**src/include/lsf_pkg.sv**
```systemverilog
package lsf_pkg;
  localparam int unsigned NUM_STRINGS     = 4;
  localparam int unsigned CLK_FREQ_MHZ    = 100;
  localparam int unsigned SHORT_QUAL_US   = 2;
  localparam int unsigned SHORT_QUAL_CYC  = SHORT_QUAL_US * CLK_FREQ_MHZ;
  localparam int unsigned LATCH_CLEAR_MS  = 16;
  localparam int unsigned LATCH_CLEAR_CYC = LATCH_CLEAR_MS * 1000
                                            * CLK_FREQ_MHZ;
  localparam int unsigned QUAL_W          = 8;
  localparam int unsigned CLR_W           = 21;
  localparam int unsigned PASS_W          = 2;
  localparam logic [PASS_W-1:0] CLEAN_PASSES_TO_RELEASE = 2'h2;
  localparam logic [NUM_STRINGS-1:0] ALL_OFF = 4'h0;
  localparam logic [NUM_STRINGS-1:0] ALL_ON  = 4'hF;
  localparam logic [2:0] RELEASE_MASK_CYC = 3'h6;
endpackage : lsf_pkg

```
**src/hdl/lsf_supervisor.sv**
```systemverilog
`timescale 1ns/1ps
module lsf_supervisor
  import lsf_pkg::*;
#(
  parameter int unsigned LATCH_CLEAR_CYCLES = LATCH_CLEAR_CYC
) (
  input  wire logic                   i_sys_clk,
  input  wire logic                   i_reset_n,
  input  wire logic                   i_latch_all_mode,
  input  wire logic                   i_enable,
  input  wire logic                   i_dimming,
  input  wire logic                   i_alarm_in,
  input  wire logic [NUM_STRINGS-1:0] i_above_short_threshold,
  input  wire logic [NUM_STRINGS-1:0] i_at_regulation,
  input  wire logic [NUM_STRINGS-1:0] i_string_used,
  output logic                        o_alarm_out,
  output logic                        o_alarm_oe_n,
  output logic                        o_boost_enable,
  output logic                        o_disconnect_on,
  output logic [NUM_STRINGS-1:0]      o_sink_enable,
  output logic                        o_fault_flag
);

  typedef struct packed {
    logic [2:0]             sync_en;
    logic [2:0]             sync_dim;
    logic [2:0]             sync_alm;
    logic [NUM_STRINGS*3-1:0] sync_hi;
    logic [NUM_STRINGS*3-1:0] sync_reg;
    logic                   en_q;
    logic                   dim_q;
    logic                   alm_q;
    logic [NUM_STRINGS-1:0] hi_q;
    logic [NUM_STRINGS-1:0] reg_q;
    logic                   dim_prev;
    logic [NUM_STRINGS*QUAL_W-1:0] qual;
    logic [NUM_STRINGS-1:0] disabled;
    logic [NUM_STRINGS-1:0] faulted;
    logic [NUM_STRINGS*PASS_W-1:0] passes;
    logic                   latched;
    logic [CLR_W-1:0]       clr_cnt;
    logic                   alarm_low;
    logic                   boost;
    logic [NUM_STRINGS-1:0] sink;
    logic                   alarm_oe_n;
    logic                   disc_on;
    logic [2:0]             rel_hold;
  } lsf_state_type;

  // Idle levels after reset: wire seen high, pin released, switch on.
  // Starting the alarm filter high avoids a false external low.
  localparam lsf_state_type RST_ST = '{
    sync_alm:   3'h7,
    alm_q:      1'b1,
    alarm_oe_n: 1'b1,
    disc_on:    1'b1,
    default:    '0
  };

  lsf_state_type st;
  lsf_state_type next_st;

  // Agreement filter for a synchronised input: bits 1 and 2 must match, else hold
  function automatic logic lsf_filt(input logic [2:0] s, input logic q);
    lsf_filt = (s[1] == s[2]) ? s[1] : q;
  endfunction

  logic [QUAL_W-1:0] q_cur;
  logic [PASS_W-1:0] p_cur;
  logic              cond;
  logic              dim_rise;
  logic              ext_low;
  logic              others_reg;
  logic [NUM_STRINGS-1:0] cond_vec;
  logic [NUM_STRINGS-1:0] hit_vec;

  // Next-state logic
  always_comb begin
    next_st = st;
    q_cur = '0;
    p_cur = '0;
    cond = 1'b0;
    others_reg = 1'b0;
    cond_vec = ALL_OFF;
    hit_vec = ALL_OFF;
    // Synchronisers: new sample in bit 0, compare bits 1 and 2
    next_st.sync_en  = {st.sync_en[1:0], i_enable};
    next_st.sync_dim = {st.sync_dim[1:0], i_dimming};
    next_st.sync_alm = {st.sync_alm[1:0], i_alarm_in};
    next_st.en_q  = lsf_filt(st.sync_en, st.en_q);
    next_st.dim_q = lsf_filt(st.sync_dim, st.dim_q);
    next_st.alm_q = lsf_filt(st.sync_alm, st.alm_q);
    for (int i = 0; i < NUM_STRINGS; i++) begin
      next_st.sync_hi[i*3 +: 3]  = {st.sync_hi[i*3 +: 2],
                                    i_above_short_threshold[i]};
      next_st.sync_reg[i*3 +: 3] = {st.sync_reg[i*3 +: 2],
                                    i_at_regulation[i]};
      next_st.hi_q[i]  = lsf_filt(st.sync_hi[i*3 +: 3], st.hi_q[i]);
      next_st.reg_q[i] = lsf_filt(st.sync_reg[i*3 +: 3], st.reg_q[i]);
    end
    next_st.dim_prev = st.dim_q;
    dim_rise = st.dim_q & ~st.dim_prev;
    // External pull-down only seen when we are not driving low, and
    // not while our own release is still crossing the synchroniser.
    // A peer pulling in that window is seen a few cycles late.
    ext_low = ~st.alm_q & ~st.alarm_low & (st.rel_hold == 3'h0);

    // Per-string partial-short qualification and retry
    for (int i = 0; i < NUM_STRINGS; i++) begin
      others_reg = 1'b0;
      for (int j = 0; j < NUM_STRINGS; j++) begin
        if (j != i) begin
          others_reg = others_reg | (st.reg_q[j] & st.sink[j]
                                     & i_string_used[j]);
        end
      end
      // Evaluate only in dimming high with string driven
      cond = st.dim_q & st.sink[i] & i_string_used[i] & st.hi_q[i]
             & others_reg;
      cond_vec[i] = cond;
      // Last counting cycle before qualification
      hit_vec[i]  = cond & (st.qual[i*QUAL_W +: QUAL_W]
                            == QUAL_W'(SHORT_QUAL_CYC - 1));
      q_cur = st.qual[i*QUAL_W +: QUAL_W];
      p_cur = st.passes[i*PASS_W +: PASS_W];
      if (!cond) begin
        q_cur = '0;
      end else if (q_cur < QUAL_W'(SHORT_QUAL_CYC)) begin
        q_cur = q_cur + 1'b1;
      end
      if (cond && q_cur == QUAL_W'(SHORT_QUAL_CYC)) begin
        // Qualified: disable string, mark faulted
        next_st.disabled[i] = 1'b1;
        next_st.faulted[i]  = 1'b1;
        p_cur = '0;
        q_cur = '0;
        if (i_latch_all_mode) begin
          next_st.latched = 1'b1;
        end
      end else if (dim_rise && st.faulted[i]) begin
        // Retry on each new dimming-high phase
        next_st.disabled[i] = 1'b0;
        if (!st.disabled[i] || st.passes[i*PASS_W +: PASS_W] != '0) begin
          // Previous phase was clean: count it
          p_cur = p_cur + 1'b1;
        end else begin
          p_cur = 2'h1; // first retry phase counts as clean start
        end
        if (p_cur >= CLEAN_PASSES_TO_RELEASE) begin
          next_st.faulted[i] = 1'b0;
          p_cur = '0;
        end
      end
      next_st.qual[i*QUAL_W +: QUAL_W]   = q_cur;
      next_st.passes[i*PASS_W +: PASS_W] = p_cur;
    end

    // Latched clear by long low on enable or dimming
    if (!st.en_q || !st.dim_q) begin
      if (st.clr_cnt < CLR_W'(LATCH_CLEAR_CYCLES)) begin
        next_st.clr_cnt = st.clr_cnt + 1'b1;
      end
    end else begin
      next_st.clr_cnt = '0;
    end
    if (st.latched && st.clr_cnt == CLR_W'(LATCH_CLEAR_CYCLES)) begin
      next_st.latched  = 1'b0;
      next_st.faulted  = ALL_OFF;
      next_st.disabled = ALL_OFF;
      next_st.passes   = '0;
    end
    if (next_st.latched) begin
      next_st.faulted = st.faulted | next_st.faulted; // set wins
    end

    // Outputs
    next_st.alarm_low = (|next_st.faulted) | next_st.latched;
    next_st.alarm_oe_n = ~next_st.alarm_low;
    next_st.disc_on    = ~next_st.latched;
    // Mask own release until the wire level has passed the synchroniser
    if (st.alarm_low && !next_st.alarm_low) begin
      next_st.rel_hold = RELEASE_MASK_CYC;
    end else if (st.rel_hold != 3'h0) begin
      next_st.rel_hold = st.rel_hold - 3'h1;
    end
    if (i_latch_all_mode && (ext_low || next_st.latched)) begin
      next_st.boost = 1'b0;
      next_st.sink  = ALL_OFF;
    end else begin
      // Resume when external low gone, nothing pending
      next_st.boost = st.en_q;
      next_st.sink  = st.en_q ? (i_string_used & ~next_st.disabled)
                              : ALL_OFF;
    end
  end

  // State register
  always_ff @(posedge i_sys_clk or negedge i_reset_n) begin
    if (!i_reset_n) begin
      st <= RST_ST;
    end else begin
      st <= next_st;
    end
  end

  // Open-drain alarm: drive low, enable active low
  // Open-drain data is always low; only the enable moves
  assign o_alarm_out     = 1'b0;
  assign o_alarm_oe_n    = st.alarm_oe_n;
  assign o_boost_enable  = st.boost;
  assign o_disconnect_on = st.disc_on; // stays on for external low
  assign o_sink_enable   = st.sink;
  assign o_fault_flag    = st.alarm_low;

  // Assertions
  // Qualifying string goes off on the edge after its last count
  AST_QUAL_DISABLE: assert property (@(posedge i_sys_clk)
    disable iff (!i_reset_n)
    (|hit_vec) |=> (st.disabled & $past(hit_vec)) == $past(hit_vec))
    else $error("string not disabled after qualification");
  AST_RESTART: assert property (@(posedge i_sys_clk)
    disable iff (!i_reset_n)
    (!st.dim_q) |=> st.qual == '0)
    else $error("qualification counter not restarted");
  // No string is newly disabled out of a dimming-low cycle
  AST_DIM_LOW_IDLE: assert property (@(posedge i_sys_clk)
    disable iff (!i_reset_n)
    (!st.dim_q) |=> (st.disabled & ~$past(st.disabled)) == ALL_OFF)
    else $error("action while dimming low");
  AST_DISABLED_SINK_OFF: assert property (@(posedge i_sys_clk)
    disable iff (!i_reset_n)
    (|st.disabled) |-> (st.sink & st.disabled) == ALL_OFF)
    else $error("disabled string still sinking");
  AST_ISOLATE_NO_LATCH: assert property (@(posedge i_sys_clk)
    disable iff (!i_reset_n)
    (!i_latch_all_mode) |-> !st.latched)
    else $error("isolation option latched off");
  AST_EXT_LOW_LATCH_ALL: assert property (@(posedge i_sys_clk)
    disable iff (!i_reset_n)
    (i_latch_all_mode && ext_low) |=> !st.boost && st.sink == ALL_OFF
      && o_disconnect_on == !st.latched)
    else $error("external low did not shut down");
  AST_EXT_LOW_ISOLATE: assert property (@(posedge i_sys_clk)
    disable iff (!i_reset_n)
    (!i_latch_all_mode && !st.latched) |=> st.boost == $past(st.en_q))
    else $error("external low affected isolation option");
  AST_LATCH_HOLD: assert property (@(posedge i_sys_clk)
    disable iff (!i_reset_n)
    (st.latched && st.clr_cnt != CLR_W'(LATCH_CLEAR_CYCLES)) |=> st.latched)
    else $error("latched fault cleared early");
  AST_LATCH_CLEAR: assert property (@(posedge i_sys_clk)
    disable iff (!i_reset_n)
    (st.latched && st.clr_cnt == CLR_W'(LATCH_CLEAR_CYCLES)
      && !(|st.qual)) |=> !st.latched)
    else $error("latched fault not cleared");
  AST_LATCH_ALL_OFF: assert property (@(posedge i_sys_clk)
    disable iff (!i_reset_n)
    (i_latch_all_mode && st.latched) |-> st.sink == ALL_OFF && !st.boost
      && !o_alarm_oe_n)
    else $error("latched device still driving");
  AST_ALARM_HELD: assert property (@(posedge i_sys_clk)
    disable iff (!i_reset_n)
    (|st.faulted) |-> !o_alarm_oe_n)
    else $error("alarm released while string faulted");
  AST_RESUME: assert property (@(posedge i_sys_clk)
    disable iff (!i_reset_n)
    (!ext_low && !st.latched && st.en_q && $stable(st.en_q))
      |=> st.boost || $past(next_st.latched))
    else $error("no resume after external low removed");
  // Latch clear also drops faults, so exclude that edge
  AST_RELEASE_ONE_EDGE: assert property (@(posedge i_sys_clk)
    disable iff (!i_reset_n)
    ($fell(|st.faulted) && !$past(st.latched)) |-> $past(dim_rise))
    else $error("alarm released outside dimming edge");
  // Own release must not look like a peer pulling the wire
  AST_RELEASE_MASK: assert property (@(posedge i_sys_clk)
    disable iff (!i_reset_n)
    ($fell(st.alarm_low) && st.en_q) |=> st.boost || st.latched)
    else $error("own alarm release taken as external low");

  COV_SHORT: cover property (@(posedge i_sys_clk) $rose(|st.disabled));
  COV_RELEASE: cover property (@(posedge i_sys_clk) $fell(|st.faulted));
  COV_RETRY: cover property (@(posedge i_sys_clk)
    $fell(|st.disabled) && (|st.faulted));
  COV_EXT_LOW: cover property (@(posedge i_sys_clk)
    i_latch_all_mode && ext_low);
  COV_LATCH_CLR: cover property (@(posedge i_sys_clk) $fell(st.latched));

endmodule // lsf_supervisor

```
**config.mk**
```make
export PLATFORM = sky130hd
export DESIGN_NAME = lsf_supervisor
export DESIGN_NICKNAME = d
export VERILOG_FILES = /design/src/include/lsf_pkg.sv /design/src/hdl/lsf_supervisor.sv
export SDC_FILE = /design/constraint.sdc
export NUM_CORES = 1
export LEC_CHECK = 0
export ABC_AREA = 0
export BUFFER_PORTS_ARGS = -buffer_cell sky130_fd_sc_hd__buf_4
export CAP_MARGIN = 20
export CORE_MARGIN = 2
export CORE_UTILIZATION = 58
export CTS_CLUSTER_DIAMETER = 80
export CTS_CLUSTER_SIZE = 24
export DETAILED_ROUTE_END_ITERATION = 6
export PLACE_DENSITY = 0.76
export SETUP_SLACK_MARGIN = 0.3
export SLEW_MARGIN = 20
export SYNTH_ARGS = -nofsm -noshare
export SYNTH_HDL_FRONTEND = slang
export SYNTH_SLANG_ARGS = --single-unit
export TNS_END_PERCENT = 20
```
**constraint.sdc**
```tcl
create_clock -name i_sys_clk -period 3 [get_ports i_sys_clk]
set_clock_uncertainty 0.05 [all_clocks]
set_input_delay 0.6 -clock i_sys_clk [delete_from_list [all_inputs] [get_ports i_sys_clk]]
set_output_delay 0.6 -clock i_sys_clk [all_outputs]
set_load 0.1 [all_outputs]
```
==> qor.csv <==
stage,metric,value,unit
run_status,status,"finished, final reports clean",
setup_path,Crit path required time,3.39,ns
finish,most frequent cells in the layout,"dfrtp_1, nor2_1, nand2_1, buf_4, nand3_1",
drt,DR iter-0 viols,219,
setup_path,Crit Path Class,register to register,
sta,relative slew slack,47.8,%
clock_network,CTS tree,done,
drt,drt via density,5.73,
yosys,post-synthesis instance area,5860,um2
yosys,"flops & latches, synth",126,
sta,Least-Margin Pin Slew,0.782,ns
global_route,first-pass GRT wire length,19400,um
placement,Final HPWL DP,7840,um
sta,setup ws final,0.406,ns
power_and_ir_drop,clock share of power,46.1,%
power_and_ir_drop,combinational share of power,10.9,%
placement,Buffers on Ports,25,
finish,layout cells sized above 1,15.1,%
die,Die H,105,um
power_and_ir_drop,maximum vdd drop,0.000564,V
die,Die X,105,um
setup_path,CP top delay family,compound AO/OA/AOI/OAI gates,
finish,n_diodes,0,
hold_path,Min-Delay Path Class,primary input to register,
clock_network,CTS buffer count,17,
sta,worst hold slack,0.129,ns
clock_network,Root Buffer,clkbuf_8,
hold_path,hold path endpoint,next_st[103],
drt,routed len/inst,15.5,um
power_and_ir_drop,P_sw,1.18,mW
global_route,gr usage total,22.4,%
yosys,Post-synth top flop,dfrtp_1,
sta,"Slew Viols, Final",0,
setup_path,worst reg2reg path depth,7,
finish,area delta synth->final,16.7,%
clock_network,H-tree depth,4,
sta,RSZ-0062 raised after global routing,false,
global_route,initial antenna violation count,0,
sta,min Tclk post-route,2.59,ns
clock_network,clk slew on worst S/H paths,0.06,ns
placement,DP Worst Slack,0.370,ns
placement,dpl cell area,6170,um2
yosys,register area share after synthesis,53.9,%
clock_network,clk buf depth,2,
sta,"Hold Violations, Final",0,
yosys,Cells after Synth,559,
sta,# setup viols final,0,
die,io pins,27,
sta,Final Cycle Share,86.5,%
yosys,asr flop ratio synth,100,%
setup_path,CP Cell Sequence,o311ai_4 -> or3b_1 -> o32ai_2 -> and4bb_4 -> nor3_4 -> a31oi_4 -> o2bb2ai_1,
yosys,"Avg Cell Area, Syn",10.5,um2
setup_path,Worst R2R End,st[44],
sta,fmax,386,MHz
finish,"commonest non-fill, non-tap cell in the layout",dfrtp_1,
die,area of the core,9770,um2
global_route,overflow left after global routing,0,
finish,final design instance area without fill,6840,um2
global_route,vias in the first global route,4154,
setup_path,worst r2r src,st[60],
power_and_ir_drop,PD cells,655,nW/um2
placement,Final GP Congestion,0.874,
job,max_cap viols,0,
die,initial cell density of the core,60.0,%
die,row count,36,
setup_path,Max Fanout on Critical Path,7,
power_and_ir_drop,Sw Ratio,26.4,%
hold_path,Hold Crit Depth,1,
power_and_ir_drop,P_int,3.30,mW
setup_path,"Largest stage delay, worst path",0.47,ns
power_and_ir_drop,Leak,2.98,nW
power_and_ir_drop,total power,4.48,mW
yosys,Mapped Nets,589,
drt,DRC violations left,0,
setup_path,reg2reg setup slack,0.41,ns
finish,number of nets in the layout,625,
setup_path,Critical Path AT,2.98,ns
yosys,"Warnings, synthesis",0,
drt,overall routed net length,11500,um
setup_path,number of buffers and inverters on the critical path,0,
yosys,"EDFF count, synth",0,
clock_network,Skew-Pair Late Insertion Delay,0.52,ns
hold_path,Hold Crit Start,i_at_regulation[3],
setup_path,slowest CP cell,dfrtp_1,
setup_path,CP endpoint kind,register,
power_and_ir_drop,Reg power frac,43.0,%
clock_network,clock sink total,126,
setup_path,Setup crit start kind,register,
yosys,distinct cell type count after synthesis,63,
sta,setup TNS,0,ns
global_route,largest net degree at the start of global routing,69,
drt,TritonRoute pass-1 iters,4,
die,die area,10900,um2
drt,antenna-violating nets left,0,
drt,detailed-route via count,4248,
-- worst max-delay path by stage --
stage	cells after the start	startpoint	to
2_1_floorplan	8	st[62]	st[44]
3_3_place_gp	7	st[61]	o_boost_enable
3_5_place_dp	7	st[61]	o_sink_enable[1]
4_1_cts	7	st[61]	o_sink_enable[3]
5_1_grt	7	st[60]	st[0]
6_report	7	st[60]	st[44]
-- state kept, by name (all words and copies together) (netlist names) --
| register | cells |
|---|---|
| next_st | 23 |
| o_alarm_oe_n | 1 |
| o_boost_enable | 1 |
| o_disconnect_on | 1 |
| o_fault_flag | 1 |
| o_sink_enable | 4 |
| st | 95 |
-- per-stage QoR --
step / cells / util (%)
after floorplan: 559 / -
after global routing: 741 / 70.0
after CTS: 737 / 69.3
final: 741 / 70.0
after detailed placement: 704 / 63.1
after global placement: 704 / 63.1
-- metal layers --
metal	track usage, %	vias up	wire length, um
met4	10.1	0	283
met3	4.64	27	430
met2	35.5	108	5490
met5	0	-	0
li1	-	2047	-
met1	29.8	2066	5310
-- worst register-to-register path, cell delays in order, from the launching register on --
cell       delay [ns]
dfrtp_1          0.47
o311ai_4         0.43
or3b_1           0.44
o32ai_2          0.30
and4bb_4         0.33
nor3_4           0.08
a31oi_4          0.27
o2bb2ai_1        0.15
-- cells in the mapped netlist (3+ instances only) --
cell	number	area [um2]
and3_1	14	87.6
o311ai_2	3	48.8
maj3_1	11	110
nor2b_1	9	56.3
nand4_1	17	106
xor2_1	14	123
nor3b_1	8	60.1
clkbuf_1	10	37.5
buf_4	5	37.5
a31oi_1	4	25.0
inv_1	21	78.8
o21ai_0	16	80.1
nor2_1	68	255
dfstp_2	6	158
nand2_1	48	180
ha_1	12	150
and2_1	6	37.5
and4_1	4	35.0
nor4_1	6	37.5
a21o_1	5	37.5
nor3_1	15	75.1
dfrtp_1	120	3000
or3_1	4	25.0
a21boi_0	3	22.5
a31o_2	4	35.0
a21oi_1	22	110
nand2b_1	5	31.3
xnor2_1	17	149
a41oi_1	4	35.0
o21a_1	3	22.5
mux2i_1	8	80.1
o31ai_1	3	22.5
nand3_1	24	120
-- timing repair --
item,4_1_cts,5_1_grt
setup buffers,0,4
setup endpoints to repair,0,14
hold endpoints to repair,26,0
resized for setup,0,7
hold buffers,1,0
-- cell type report --
class | count | area (um2)
Clock inverter | 14 | 180
Clock buffer | 18 | 418
Timing Repair Buffer | 35 | 278
Sequential cell | 126 | 3160
Tap cell | 133 | 166
Fill cell | 681 | 2940
Multi-Input combinational cell | 394 | 2550
Inverter | 21 | 78.8
-- kinds of logic (layout without fill, tap and decap cells) --
| logic type | Yosys count | count (layout) | share of synthesized area, % |
|---|---|---|---|
| other | 1 | 1 | 0.0640 |
| muxes | 8 | 8 | 1.37 |
| and+or+nand+nor | 243 | 243 | 21.3 |
| buffers and inverters | 39 | 88 | 2.99 |
| DFF | 126 | 126 | 53.9 |
| AOI/OAI and AO/OA | 88 | 88 | 11.2 |
| adders and majority gates | 23 | 23 | 4.44 |
| xor gates and xnor gates | 31 | 31 | 4.63 |
-- power groups by stage --
| stage | Sequential, mW | Combinational [mW] | Clock [mW] |
|---|---|---|---|
| 3_3_place_gp | 1.94 | 0.474 | 0 |
| 3_5_place_dp | 1.95 | 0.489 | 0 |
| 4_1_cts | 1.92 | 0.494 | 2.10 |
| 2_1_floorplan | 1.97 | 0.315 | 0 |
| 6_report | 1.92 | 0.488 | 2.07 |
| 5_1_grt | 1.94 | 0.553 | 2.17 |
No activity file was read; power rests on OpenSTA's default activity.
